<file path="src/hdl/uart_status_pkg.sv">
// Package: offsets, field positions and reset values for the channel status registers
// Assumes a byte-wide host register port and an 8-bit register address.
package uart_status_pkg;
  localparam logic [7:0] LINE_STATUS_OFFSET = 8'h05;
  localparam logic [7:0] MODEM_STATUS_OFFSET = 8'h06;
  localparam logic [7:0] SPECIAL_FUNCTION_OFFSET = 8'h07;
  localparam logic [7:0] COUNTER_SELECT_OFFSET = 8'h15;
  localparam logic [7:0] TX_COUNT_SELECT_OFFSET = 8'h16;
  localparam logic [7:0] REG_RESET = 8'h00;
  localparam logic [7:0] SPECIAL_WRITE_MASK = 8'hF3;
  localparam int SF_FORCE_TX = 0;
  localparam int SF_AUTO_DSR_DTR = 1;
  localparam int SF_MODE_950 = 5;
  localparam int SF_SEL_LINE_COUNT = 6;
  localparam int SF_SEL_TX_COUNT = 7;
  localparam int PIN_CTS = 0;
  localparam int PIN_DSR = 1;
  localparam int PIN_RI = 2;
  localparam int PIN_DCD = 3;
  localparam int MODEM_PINS = 4;
endpackage : uart_status_pkg

</file>
<file path="src/hdl/uart_line_modem_status_regs.sv">
// Line status, modem status and special-function registers of one UART channel.
// Assumes FIFO, transmitter and receiver report their state as same-clock levels,
// and modem pins arrive asynchronously.
`timescale 1ns/10ps
module uart_line_modem_status_regs
  import uart_status_pkg::*;
(
  input wire logic i_sys_clk,
  input wire logic i_reset_n,
  input wire logic [7:0] i_reg_addr,
  input wire logic i_reg_rd,
  input wire logic i_reg_wr,
  input wire logic [7:0] i_reg_wdata,
  input wire logic i_rx_fifo_not_empty,
  input wire logic i_rx_overrun,
  input wire logic i_rx_parity_err,
  input wire logic i_rx_frame_err,
  input wire logic i_rx_break,
  input wire logic i_tx_holding_empty,
  input wire logic i_tx_shift_empty,
  input wire logic i_rx_fifo_err,
  input wire logic [7:0] i_rx_fifo_count,
  input wire logic [7:0] i_line_status_count,
  input wire logic [7:0] i_tx_fifo_count,
  input wire logic [7:0] i_sample_clock_setting,
  input wire logic i_loopback,
  input wire logic i_aux_output_one,
  input wire logic i_aux_output_two,
  input wire logic i_dtr_ctrl,
  input wire logic i_rts_ctrl,
  input wire logic i_cts_pin,
  input wire logic i_dsr_pin,
  input wire logic i_ri_pin,
  input wire logic i_dcd_pin,
  output logic [7:0] o_reg_rdata,
  output logic o_force_tx,
  output logic o_auto_dsr_dtr,
  output logic o_mode_950,
  output logic o_tx_hold_off
);
  logic [MODEM_PINS-1:0] pins_raw;
  logic [MODEM_PINS-1:0] pins_sync;
  logic [MODEM_PINS-1:0] level_reg;
  logic [MODEM_PINS-1:0] level_next;
  logic [MODEM_PINS-1:0] prev_reg;
  logic [MODEM_PINS-1:0] delta_reg;
  logic [MODEM_PINS-1:0] delta_next;
  logic [MODEM_PINS-1:0] change;
  logic [7:0] line_status_next;
  logic [7:0] modem_status;
  logic [7:0] special_reg;
  logic [7:0] special_next;
  logic [7:0] rdata_reg;
  logic [7:0] rdata_next;
  logic force_tx_reg;
  logic auto_reg;
  logic mode_950_reg;
  logic hold_off_reg;
  logic hold_off_next;
  logic hit_line;
  logic hit_modem;
  logic hit_special;
  logic hit_count15;
  logic hit_count16;
  logic modem_read;
  logic special_write;
  logic lb_reg;
  logic lb_aux1_reg;
  logic lb_aux2_reg;
  logic lb_dtr_reg;
  logic lb_rts_reg;
  logic line_count_sel;
  logic tx_count_sel;

  assign pins_raw[PIN_CTS] = i_cts_pin;
  assign pins_raw[PIN_DSR] = i_dsr_pin;
  assign pins_raw[PIN_RI] = i_ri_pin;
  assign pins_raw[PIN_DCD] = i_dcd_pin;

  modem_pin_sync #(
    .WIDTH(MODEM_PINS)
  ) u_pin_sync (
    .i_sys_clk(i_sys_clk),
    .i_reset_n(i_reset_n),
    .i_pins(pins_raw),
    .o_pins_sync(pins_sync)
  );

  // Loopback controls are same-clock; registered so a pin swap lands as one clean step
  always_ff @(posedge i_sys_clk)
  begin
    if (!i_reset_n)
    begin
      lb_reg <= 1'b0;
    end
    else
    begin
      lb_reg <= i_loopback;
    end
  end

  always_ff @(posedge i_sys_clk)
  begin
    if (!i_reset_n)
    begin
      lb_aux1_reg <= 1'b0;
    end
    else
    begin
      lb_aux1_reg <= i_aux_output_one;
    end
  end

  always_ff @(posedge i_sys_clk)
  begin
    if (!i_reset_n)
    begin
      lb_aux2_reg <= 1'b0;
    end
    else
    begin
      lb_aux2_reg <= i_aux_output_two;
    end
  end

  always_ff @(posedge i_sys_clk)
  begin
    if (!i_reset_n)
    begin
      lb_dtr_reg <= 1'b0;
    end
    else
    begin
      lb_dtr_reg <= i_dtr_ctrl;
    end
  end

  always_ff @(posedge i_sys_clk)
  begin
    if (!i_reset_n)
    begin
      lb_rts_reg <= 1'b0;
    end
    else
    begin
      lb_rts_reg <= i_rts_ctrl;
    end
  end

  // Loopback feeds the modem controls back in place of the pins
  assign level_next[PIN_CTS] = lb_reg ? lb_rts_reg : pins_sync[PIN_CTS];
  assign level_next[PIN_DSR] = lb_reg ? lb_dtr_reg : pins_sync[PIN_DSR];
  assign level_next[PIN_RI] = lb_reg ? lb_aux1_reg : pins_sync[PIN_RI];
  assign level_next[PIN_DCD] = lb_reg ? lb_aux2_reg : pins_sync[PIN_DCD];

  // Address decode
  assign hit_line = (i_reg_addr == LINE_STATUS_OFFSET);
  assign hit_modem = (i_reg_addr == MODEM_STATUS_OFFSET);
  assign hit_special = (i_reg_addr == SPECIAL_FUNCTION_OFFSET);
  assign hit_count15 = (i_reg_addr == COUNTER_SELECT_OFFSET);
  assign hit_count16 = (i_reg_addr == TX_COUNT_SELECT_OFFSET);
  assign modem_read = i_reg_rd && hit_modem;
  assign special_write = i_reg_wr && hit_special;

  // Counter selectors for the two shared offsets
  assign line_count_sel = special_reg[SF_SEL_LINE_COUNT];
  assign tx_count_sel = special_reg[SF_SEL_TX_COUNT];

  // Change detection on the settled level
  assign change[PIN_CTS] = level_reg[PIN_CTS] ^ prev_reg[PIN_CTS];
  assign change[PIN_DSR] = level_reg[PIN_DSR] ^ prev_reg[PIN_DSR];
  assign change[PIN_RI] = level_reg[PIN_RI] && !prev_reg[PIN_RI];
  assign change[PIN_DCD] = level_reg[PIN_DCD] ^ prev_reg[PIN_DCD];

  // Set beats the read clear, so an edge seen during the read is kept
  assign delta_next = change | (modem_read ? {MODEM_PINS{1'b0}} : delta_reg);

  assign modem_status = {level_reg[PIN_DCD], level_reg[PIN_RI],
                         level_reg[PIN_DSR], level_reg[PIN_CTS], delta_reg};

  assign line_status_next = {i_rx_fifo_err,
                             i_tx_shift_empty,
                             i_tx_holding_empty,
                             i_rx_break,
                             i_rx_frame_err,
                             i_rx_parity_err,
                             i_rx_overrun,
                             i_rx_fifo_not_empty};

  // Reserved bits 2 and 3 are read-only zero; bit 4 stores but does nothing
  assign special_next = special_write ? (i_reg_wdata & SPECIAL_WRITE_MASK) : special_reg;

  // Read data: registered, so it appears one cycle after the read strobe
  assign rdata_next = !i_reg_rd ? rdata_reg :
                      hit_line ? line_status_next :
                      hit_modem ? modem_status :
                      hit_special ? special_reg :
                      hit_count15 ? (line_count_sel ? i_line_status_count
                                     : i_rx_fifo_count) :
                      hit_count16 ? (tx_count_sel ? i_tx_fifo_count
                                     : i_sample_clock_setting) :
                      REG_RESET;

  // Hold-off when auto flow control is on and the far end drops DSR, unless forced
  assign hold_off_next = special_reg[SF_AUTO_DSR_DTR] && !level_reg[PIN_DSR]
                         && !special_reg[SF_FORCE_TX];

  always_ff @(posedge i_sys_clk)
  begin
    if (!i_reset_n)
    begin
      level_reg <= {MODEM_PINS{1'b0}};
    end
    else
    begin
      level_reg <= level_next;
    end
  end

  always_ff @(posedge i_sys_clk)
  begin
    if (!i_reset_n)
    begin
      prev_reg <= {MODEM_PINS{1'b0}};
    end
    else
    begin
      prev_reg <= level_reg;
    end
  end

  always_ff @(posedge i_sys_clk)
  begin
    if (!i_reset_n)
    begin
      delta_reg <= {MODEM_PINS{1'b0}};
    end
    else
    begin
      delta_reg <= delta_next;
    end
  end

  always_ff @(posedge i_sys_clk)
  begin
    if (!i_reset_n)
    begin
      special_reg <= REG_RESET;
    end
    else
    begin
      special_reg <= special_next;
    end
  end

  always_ff @(posedge i_sys_clk)
  begin
    if (!i_reset_n)
    begin
      rdata_reg <= REG_RESET;
    end
    else
    begin
      rdata_reg <= rdata_next;
    end
  end

  always_ff @(posedge i_sys_clk)
  begin
    if (!i_reset_n)
    begin
      force_tx_reg <= 1'b0;
    end
    else
    begin
      force_tx_reg <= special_reg[SF_FORCE_TX];
    end
  end

  always_ff @(posedge i_sys_clk)
  begin
    if (!i_reset_n)
    begin
      auto_reg <= 1'b0;
    end
    else
    begin
      auto_reg <= special_reg[SF_AUTO_DSR_DTR];
    end
  end

  always_ff @(posedge i_sys_clk)
  begin
    if (!i_reset_n)
    begin
      mode_950_reg <= 1'b0;
    end
    else
    begin
      mode_950_reg <= special_reg[SF_MODE_950];
    end
  end

  always_ff @(posedge i_sys_clk)
  begin
    if (!i_reset_n)
    begin
      hold_off_reg <= 1'b0;
    end
    else
    begin
      hold_off_reg <= hold_off_next;
    end
  end

  assign o_reg_rdata = rdata_reg;
  assign o_force_tx = force_tx_reg;
  assign o_auto_dsr_dtr = auto_reg;
  assign o_mode_950 = mode_950_reg;
  assign o_tx_hold_off = hold_off_reg;
endmodule : uart_line_modem_status_regs

</file>
<file path="src/hdl/modem_pin_sync.sv">
// Two-stage synchroniser bank for the modem-control input pins.
// Assumes pins are asynchronous to i_sys_clk.
`timescale 1ns/10ps
module modem_pin_sync #(
  parameter int WIDTH = 4
) (
  input wire logic i_sys_clk,
  input wire logic i_reset_n,
  input wire logic [WIDTH-1:0] i_pins,
  output logic [WIDTH-1:0] o_pins_sync
);
  logic [WIDTH-1:0] meta_reg;
  logic [WIDTH-1:0] sync_reg;

  genvar g;
  generate
    for (g = 0; g < WIDTH; g++)
    begin : g_bit
      always_ff @(posedge i_sys_clk)
      begin
        if (!i_reset_n)
        begin
          meta_reg[g] <= 1'b0;
          sync_reg[g] <= 1'b0;
        end
        else
        begin
          meta_reg[g] <= i_pins[g];
          sync_reg[g] <= meta_reg[g];
        end
      end
    end
  endgenerate

  assign o_pins_sync = sync_reg;
endmodule : modem_pin_sync

</file>
<file path="config.mk">
export PLATFORM = sky130hd
export DESIGN_NAME = uart_line_modem_status_regs
export DESIGN_NICKNAME = d
export VERILOG_FILES = /design/src/hdl/uart_status_pkg.sv /design/src/hdl/uart_line_modem_status_regs.sv /design/src/hdl/modem_pin_sync.sv
export SDC_FILE = /design/constraint.sdc
export NUM_CORES = 1
export LEC_CHECK = 0
export ABC_AREA = 1
export BUFFER_PORTS_ARGS = -buffer_cell sky130_fd_sc_hd__buf_2
export CORE_MARGIN = 5
export CORE_UTILIZATION = 45
export DETAILED_ROUTE_END_ITERATION = 16
export PLACE_DENSITY_LB_ADDON = 0.05
export SYNTH_ARGS = -nofsm -noshare
export SYNTH_HDL_FRONTEND = slang
export SYNTH_SLANG_ARGS = --single-unit
</file>
<file path="constraint.sdc">
create_clock -name i_sys_clk -period 3.37 [get_ports i_sys_clk]
set_input_delay 0.337 -clock i_sys_clk [delete_from_list [all_inputs] [get_ports i_sys_clk]]
set_output_delay 0.337 -clock i_sys_clk [all_outputs]
set_load 0.03 [all_outputs]
</file>
==> results.cfg, run 1 <==
[clocking]
htree_levels = 2
cts_buffers = 5
clkTransAtPathRegs_ns = 0.08
cts_setup_buffers = 0
cts.sinks = 43
ctsHoldBuffers = 0
cts_root_buf = clkbuf_8
cts_tree = built
insertion_delay_ns = 0.29
cts_resized = 0
cts.path.max_buffers = 2

[floorplanning]
dieArea_um2 = 6000
dieHeight_um = 77.5
start_util_pct = 46.7
rows = 24
io_pins = 81
core_um2 = 4380
die_w_um = 77.5

[pwr]
p_leak_uw = 0.00142
p_comb_share_pct = 10.9
p_int_uw = 799
total_power_uw = 1050
power_density_nw_per_um2 = 410
p_seq_share_pct = 51.4
ir_worst_vdd_uv = 273
clockPowerShare_pct = 37.7
p_switching_uw = 246
switching_share_pct = 23.5

[timing]
report.final.slew_viol_count = 0
fin_tns_setup_ns = 0
finalSetupViolCount = 0
tightest_slew_ns = 0.597
hold_viol_final = 0
timing.hold.ws_ns = 0.222
rsz0062_at_grt = false
fin_skew_ns = 0.00387
timing.final.crit_share_pct = 44.7
timing.fmax_mhz = 663
fin_crit_ns = 1.51
timing.slew.headroom_pct = 60.2

[grt]
grt_max_degree = 39
grt.busiest_layer = met2
grt_pass1_vias = 1811
gr-total-overflow = 0
grt_pass1_wl_mm = 7.97
gr-usage-met2_pct = 27.4
grt_use_total_pct = 16.1
grt_util_met1_pct = 19.1
antenna_found_initial = 0
grt_util_met3_pct = 5.90

[job]
maxCapViolCount = 0

[logic_synthesis]
ys_ff_latch = 43
synth_area_um2 = 2050
yosys_warnings = 0
synth.avg_cell_area_um2 = 6.70
ys_seq_area_share_pct = 42.0
synth_cell_type_count = 23
syn_inst = 306
synthesis.nets = 375

[status]
status = completed

[detailed_routing]
wire_per_inst_um = 11.1
firstDrtPassIters = 4
drt_iter0_drc = 70
wl_mm = 4.82
drc = 0
viasPerCell = 4.71
drtAntennaViolNets = 0
vias = 2041

[worst_setup_path]
cp_max_fo = 12
worstPathArrival_ns = 1.69
worst_ep_required_time_ns = 3.56
startpoint_type = input pin
crit_type = in2reg
critPathCaptureType = flop

[placement]
routabilityCongestion = 0.772
port_buffers = 78
hpwlAfterDp_mm = 3.68

[cells_and_area]
largest_reg_flops = 8
most-common-layout-cells = nand2_1 (95), buf_2 (78), dfxtp_1 (43)
nets = 449
finish.utilization_pct = 58.2
num_antenna_cells = 0
nFillCells = 459
drive_gt1_share_pct = 25.7
final_common_cell = nand2_1
area_delta_synth_final_pct = 24.5

[worst_hold_path]
hp-class = in2reg
## stage by stage
step	setup slack, ns	area, um^2	instances
after floorplan	2.14	2050	306
after global placement	1.53	2440	425
final	1.86	2550	433
after detailed placement	1.53	2440	425
after CTS	1.84	2550	433
after global routing	1.61	2550	433
## logic make-up after synthesis
| family | Yosys count | synth area share (%) |
|---|---|---|
| flip-flops | 43 | 42.0 |
| AO/OA/AOI/OAI | 29 | 7.26 |
| buffers and inverters | 51 | 10.6 |
| AND/OR/NAND/NOR | 180 | 38.9 |
| XOR/XNOR | 3 | 1.28 |
## layer usage
layer | vias to the layer above | share of wire, %
met2 | 60 | 47
met3 | 4 | 7.9
met1 | 876 | 44
li1 | 1101 | -
met5 | - | 0
met4 | 0 | 0.91
## Yosys cell counts
cell,n,share of area (%)
nor2_1,23,4.2
or2_0,3,0.92
or2_2,3,0.92
nor3_1,10,2.4
nor2_2,1,0.31
xnor2_1,3,1.3
buf_6,1,0.55
nand3_1,38,9.3
clkbuf_1,4,0.73
nand2_1,95,17
nand3b_1,2,0.73
clkinv_1,1,0.18
dfxtp_1,43,42
inv_1,37,6.8
nor2_4,4,2.2
nand3_2,1,0.49
a21oi_2,1,0.43
o21ai_1,1,0.24
inv_2,2,0.37
o21ai_0,19,4.6
buf_2,2,0.49
buf_4,4,1.5
a21oi_1,8,2.0
## worst paths after layout
| path | from | end | depth (start not counted) | slack, ns |
|---|---|---|---|---|
| max reg2reg | special_reg[6] | o_reg_rdata[2] | 7 | 1.86 |
| max | i_reg_addr[3] | o_reg_rdata[5] | 8 | 1.86 |
| min reg2reg | u_pin_sync.meta_reg[0] | u_pin_sync.o_pins_sync[0] | 2 | 0.42 |
| min | i_ri_pin | u_pin_sync.meta_reg[2] | 3 | 0.22 |
## power by group through the flow
stage,registers (uW),clock network (uW),logic [uW]
2_1_floorplan,554,0,57.8
3_3_place_gp,548,0,113
3_5_place_dp,549,0,115
4_1_cts,537,405,115
5_1_grt,540,430,130
6_report,537,394,114
## worst max-delay path: stages
cell	delay, ns
buf_2	0.10
inv_1	0.04
nand2_1	0.14
nor2_2	0.42
nand2_1	0.23
or2_0	0.25
a21oi_1	0.14
nor2_1	0.05
## area by class of cell
| class | count | area (um^2) | area share (%) |
|---|---|---|---|
| clock inverter | 3 | 43.8 | 1.72 |
| inverter | 40 | 150 | 5.89 |
| multi-input combinational | 212 | 972 | 38.1 |
| timing repair buffer | 78 | 390 | 15.3 |
| tap | 52 | 65.1 | 2.55 |
| clock buffer | 5 | 68.8 | 2.70 |
| sequential | 43 | 861 | 33.7 |
Power figures use the tool's default switching activity.
==> run 2, diff against run 1 <==
==> constraint.sdc (replaced) <==
create_clock -name i_sys_clk -period 1.5 [get_ports i_sys_clk]
set_input_delay 0.15 -clock i_sys_clk [delete_from_list [all_inputs] [get_ports i_sys_clk]]
set_output_delay 0.15 -clock i_sys_clk [all_outputs]
set_load 0.03 [all_outputs]
==> results.cfg, run 2 (same netlist as run 1, synthesis figures left out) <==
[timing]
fin_tns_setup_ns = 0
hold_viol_final = 0
timing.final.crit_share_pct = 81.1
fin_skew_ns = 0.00571
tightest_slew_ns = 0.318
finalSetupViolCount = 0
timing.fmax_mhz = 822
fin_crit_ns = 1.22
report.final.slew_viol_count = 0
timing.slew.headroom_pct = 78.8
fin_ws_ns = 0.284
rsz0062_at_grt = false

[clocking]
cts_root_buf = clkbuf_8
cts_setup_buffers = 0
cts_tree = built
cts.path.max_buffers = 2
cts_resized = 0
htree_levels = 2
insertion_delay_ns = 0.29
clkTransAtPathRegs_ns = 0.08
cts_buffers = 5
cts.sinks = 43
ctsHoldBuffers = 0

[pwr]
p_leak_uw = 0.00145
power_density_nw_per_um2 = 844
ir_worst_vdd_uv = 614

[worst_setup_path]
crit_type = reg2reg
rrSetupSlack_ns = 0.28
critPathCaptureType = flop
startpoint_type = flop
cp_max_fo = 9
worst_ep_required_time_ns = 1.69
worstPathArrival_ns = 1.41

[floorplanning]
io_pins = 81
start_util_pct = 46.7
die_w_um = 77.5
core_um2 = 4380
rows = 24
dieHeight_um = 77.5
dieArea_um2 = 6000

[detailed_routing]
drtAntennaViolNets = 0
drc = 0
drt_iter0_drc = 75
vias = 2075
viasPerCell = 4.71
wl_mm = 4.86
wire_per_inst_um = 11.0
firstDrtPassIters = 4

[cells_and_area]
area_delta_synth_final_pct = 26.1
nFillCells = 456
final_common_cell = nand2_1
final_area_um2 = 2580
drive_gt1_share_pct = 27.0
num_antenna_cells = 0
largest_reg_flops = 8
nets = 457
most-common-layout-cells = nand2_1 (95), buf_2 (78), dfxtp_1 (43)

[placement]
hpwlAfterDp_mm = 3.79
port_buffers = 78
pre_cts_slack_ns = 0.211
placed_cell_area_um2 = 2500
routabilityCongestion = 0.790

[job]
maxCapViolCount = 0

[worst_hold_path]
hp-class = in2reg

[grt]
grt_use_total_pct = 16.8
grt_max_degree = 17
grt_pass1_vias = 1916
antenna_found_initial = 0
grt_pass1_wl_mm = 8.36
gr-total-overflow = 0

[status]
status = completed
-- run 2: worst paths after layout --
check                         start                         to  depth (start not counted)
max reg2reg          special_reg[6]             o_reg_rdata[7]                          7
min                        i_ri_pin     u_pin_sync.meta_reg[2]                          3
min reg2reg  u_pin_sync.meta_reg[2]  u_pin_sync.o_pins_sync[2]                          2
max                  special_reg[6]             o_reg_rdata[7]                          7
-- run 2: per-stage QoR --
step | cells | hold WS [ns] | total power [uW] | util, %
6_report | 441 | 0.0325 | 2180 | 58.9
3_3_place_gp | 433 | 0.329 | 1490 | 57.0
2_1_floorplan | 306 | 0.248 | 1370 | -
5_1_grt | 441 | 0.0287 | 2300 | 58.9
3_5_place_dp | 433 | 0.336 | 1500 | 57.0
4_1_cts | 441 | 0.0150 | 2220 | 58.9
-- run 2: layout make-up --
type	count	area [um^2]	area share, %
tap	52	65.1	2.52
sequential	43	861	33.3
multi-input combinational	212	972	37.6
clock inverter	2	12.5	0.484
timing repair buffer	86	450	17.4
clock buffer	6	72.6	2.81
inverter	40	150	5.81
-- run 2: layer usage --
layer	share of wire, %	GRT usage [%]	routed length (um)
met1	45	20.7	2200
met2	46	28.0	2210
met3	7.7	5.32	375
met4	1.4	5.15	68
met5	0	0	0
-- run 2: critical path: stages, from the launching register on --
cell,delay [ns]
dfxtp_1,0.34
clkinv_1,0.21
nand2_1,0.12
nand2_1,0.05
nand3_1,0.08
nand3_1,0.10
nor3_1,0.16
nor2_1,0.06
-- run 2: power by group --
| group | switching (uW) | total (uW) | internal [uW] |
|---|---|---|---|
| logic | 144 | 265 | 122 |
| clock network | 384 | 710 | 325 |
| registers | 19.2 | 1200 | 1190 |
| total | 547 | 2180 | 1630 |
==> run 3, diff against run 2 <==
==> constraint.sdc (replaced) <==
create_clock -name i_sys_clk -period 1.2 [get_ports i_sys_clk]
set_input_delay 0.12 -clock i_sys_clk [delete_from_list [all_inputs] [get_ports i_sys_clk]]
set_output_delay 0.12 -clock i_sys_clk [all_outputs]
set_load 0.03 [all_outputs]
==> results.cfg, run 3 (same netlist as run 1, synthesis figures left out) <==
[detailed_routing]
drtAntennaViolNets = 0
drc = 0
vias = 2118
viasPerCell = 4.75
drt_iter0_drc = 51
firstDrtPassIters = 4
wire_per_inst_um = 11.0
wl_mm = 4.92

[floorplanning]
dieArea_um2 = 6000
start_util_pct = 46.7
io_pins = 81
dieHeight_um = 77.5
rows = 24
die_w_um = 77.5
core_um2 = 4380

[clocking]
cts_root_buf = clkbuf_8
cts.sinks = 43
cts_buffers = 5
cts.path.max_buffers = 2
cts_tree = built
insertion_delay_ns = 0.29
clkTransAtPathRegs_ns = 0.08
htree_levels = 2

[cells_and_area]
area_delta_synth_final_pct = 28.8
num_antenna_cells = 0
nFillCells = 463
drive_gt1_share_pct = 28.4
nets = 462
final_common_cell = nand2_1
largest_reg_flops = 8
finish.utilization_pct = 60.2
fin_cells = 446
most-common-layout-cells = nand2_1 (95), buf_2 (78), dfxtp_1 (41)

[worst_setup_path]
startpoint_type = flop
worstPathArrival_ns = 1.26
critPathCaptureType = flop
endpoint = o_reg_rdata[1]
worstReg2RegStart = special_reg[1]
cp_max_fo = 3
worst_ep_required_time_ns = 1.38
worst_r2r_path_depth = 5
crit_type = reg2reg
critPathLaunch = special_reg[1]
r2r-end = o_reg_rdata[1]
rrSetupSlack_ns = 0.11

[timing]
fin_skew_ns = 0.00687
timing.fmax_mhz = 921
fin_tns_setup_ns = 0
fin_crit_ns = 1.09
rsz0062_at_grt = false
report.final.slew_viol_count = 0
timing.final.crit_share_pct = 90.5
tightest_slew_ns = 0.428
finalSetupViolCount = 0
hold_viol_final = 0
timing.hold.ws_ns = 0.0124
timing.slew.headroom_pct = 71.5

[placement]
dp.cells = 436
routabilityCongestion = 0.775
hpwlAfterDp_mm = 3.79
port_buffers = 78

[pwr]
p_seq_share_pct = 55.5
clockPowerShare_pct = 31.9
power_density_nw_per_um2 = 1030
p_leak_uw = 0.00147
total_power_uw = 2720
switching_share_pct = 24.6
p_switching_uw = 667
ir_worst_vdd_uv = 857
p_int_uw = 2050
p_comb_share_pct = 12.6

[grt]
grt_pass1_vias = 1932
gr-total-overflow = 0
antenna_found_initial = 0
grt_pass1_wl_mm = 8.29
grt_max_degree = 28
grt_use_total_pct = 16.7

[job]
maxCapViolCount = 0

[status]
status = completed

[worst_hold_path]
hp-class = in2reg
run 3: stage by stage:
step,worst slack (ns),cell area [um^2]
CTS,0.0425,2630
global placement,-0.0276,2520
detailed placement,-0.0593,2520
global route,0.0322,2640
finish,0.114,2640
floorplan,0.0539,2050
run 3: how the worst min path moves through the flow:
stage / startpoint / to / depth (start not counted)
3_3_place_gp: i_ri_pin / u_pin_sync.meta_reg[2] / 3
2_1_floorplan: i_aux_output_one / lb_aux1_reg / 2
3_5_place_dp: i_aux_output_two / lb_aux2_reg / 3
6_report: i_ri_pin / u_pin_sync.meta_reg[2] / 3
4_1_cts: i_ri_pin / u_pin_sync.meta_reg[2] / 3
5_1_grt: i_ri_pin / u_pin_sync.meta_reg[2] / 3
run 3: worst max-delay path, stage by stage, from the launching register on:
cell	delay, ns
dfxtp_1	0.33
or2_2	0.29
nand3_1	0.10
nand3_1	0.08
a21oi_1	0.13
nor2_1	0.05
run 3: repair_timing:
action | CTS | global route
hold buffers | 2 | 0
endpoints found under the hold margin | 2 | 0
setup endpoints to repair | 3 | 5
gates resized for setup | 1 | 6
buffers inserted | 0 | 0
run 3: cell type report:
cell class	count	area [um^2]	share of cell area, %
Multi-Input combinational cell	212	972	36.8
Sequential cell	43	863	32.7
Timing Repair Buffer	91	500	19.0
Inverter	40	153	5.78
Clock buffer	6	72.6	2.75
Tap cell	52	65.1	2.47
Clock inverter	2	12.5	0.474
run 3: routing by layer:
layer / part of all wire [%] / up-vias / routed length (um) / GRT usage [%]
li1: - / 1127 / - / -
met1: 45 / 938 / 2190 / 20.7
met4: 0.96 / 0 / 47 / 4.12
met2: 48 / 47 / 2340 / 28.2
met3: 6.8 / 6 / 336 / 5.21
met5: 0 / - / 0 / 0
run 3: power by group through the flow:
stage / Clock [uW] / Combinational (uW) / Sequential, uW
2_1_floorplan: 0 / 162 / 1560
3_3_place_gp: 0 / 333 / 1540
3_5_place_dp: 0 / 338 / 1540
4_1_cts: 911 / 345 / 1510
5_1_grt: 985 / 391 / 1510
6_report: 867 / 342 / 1510
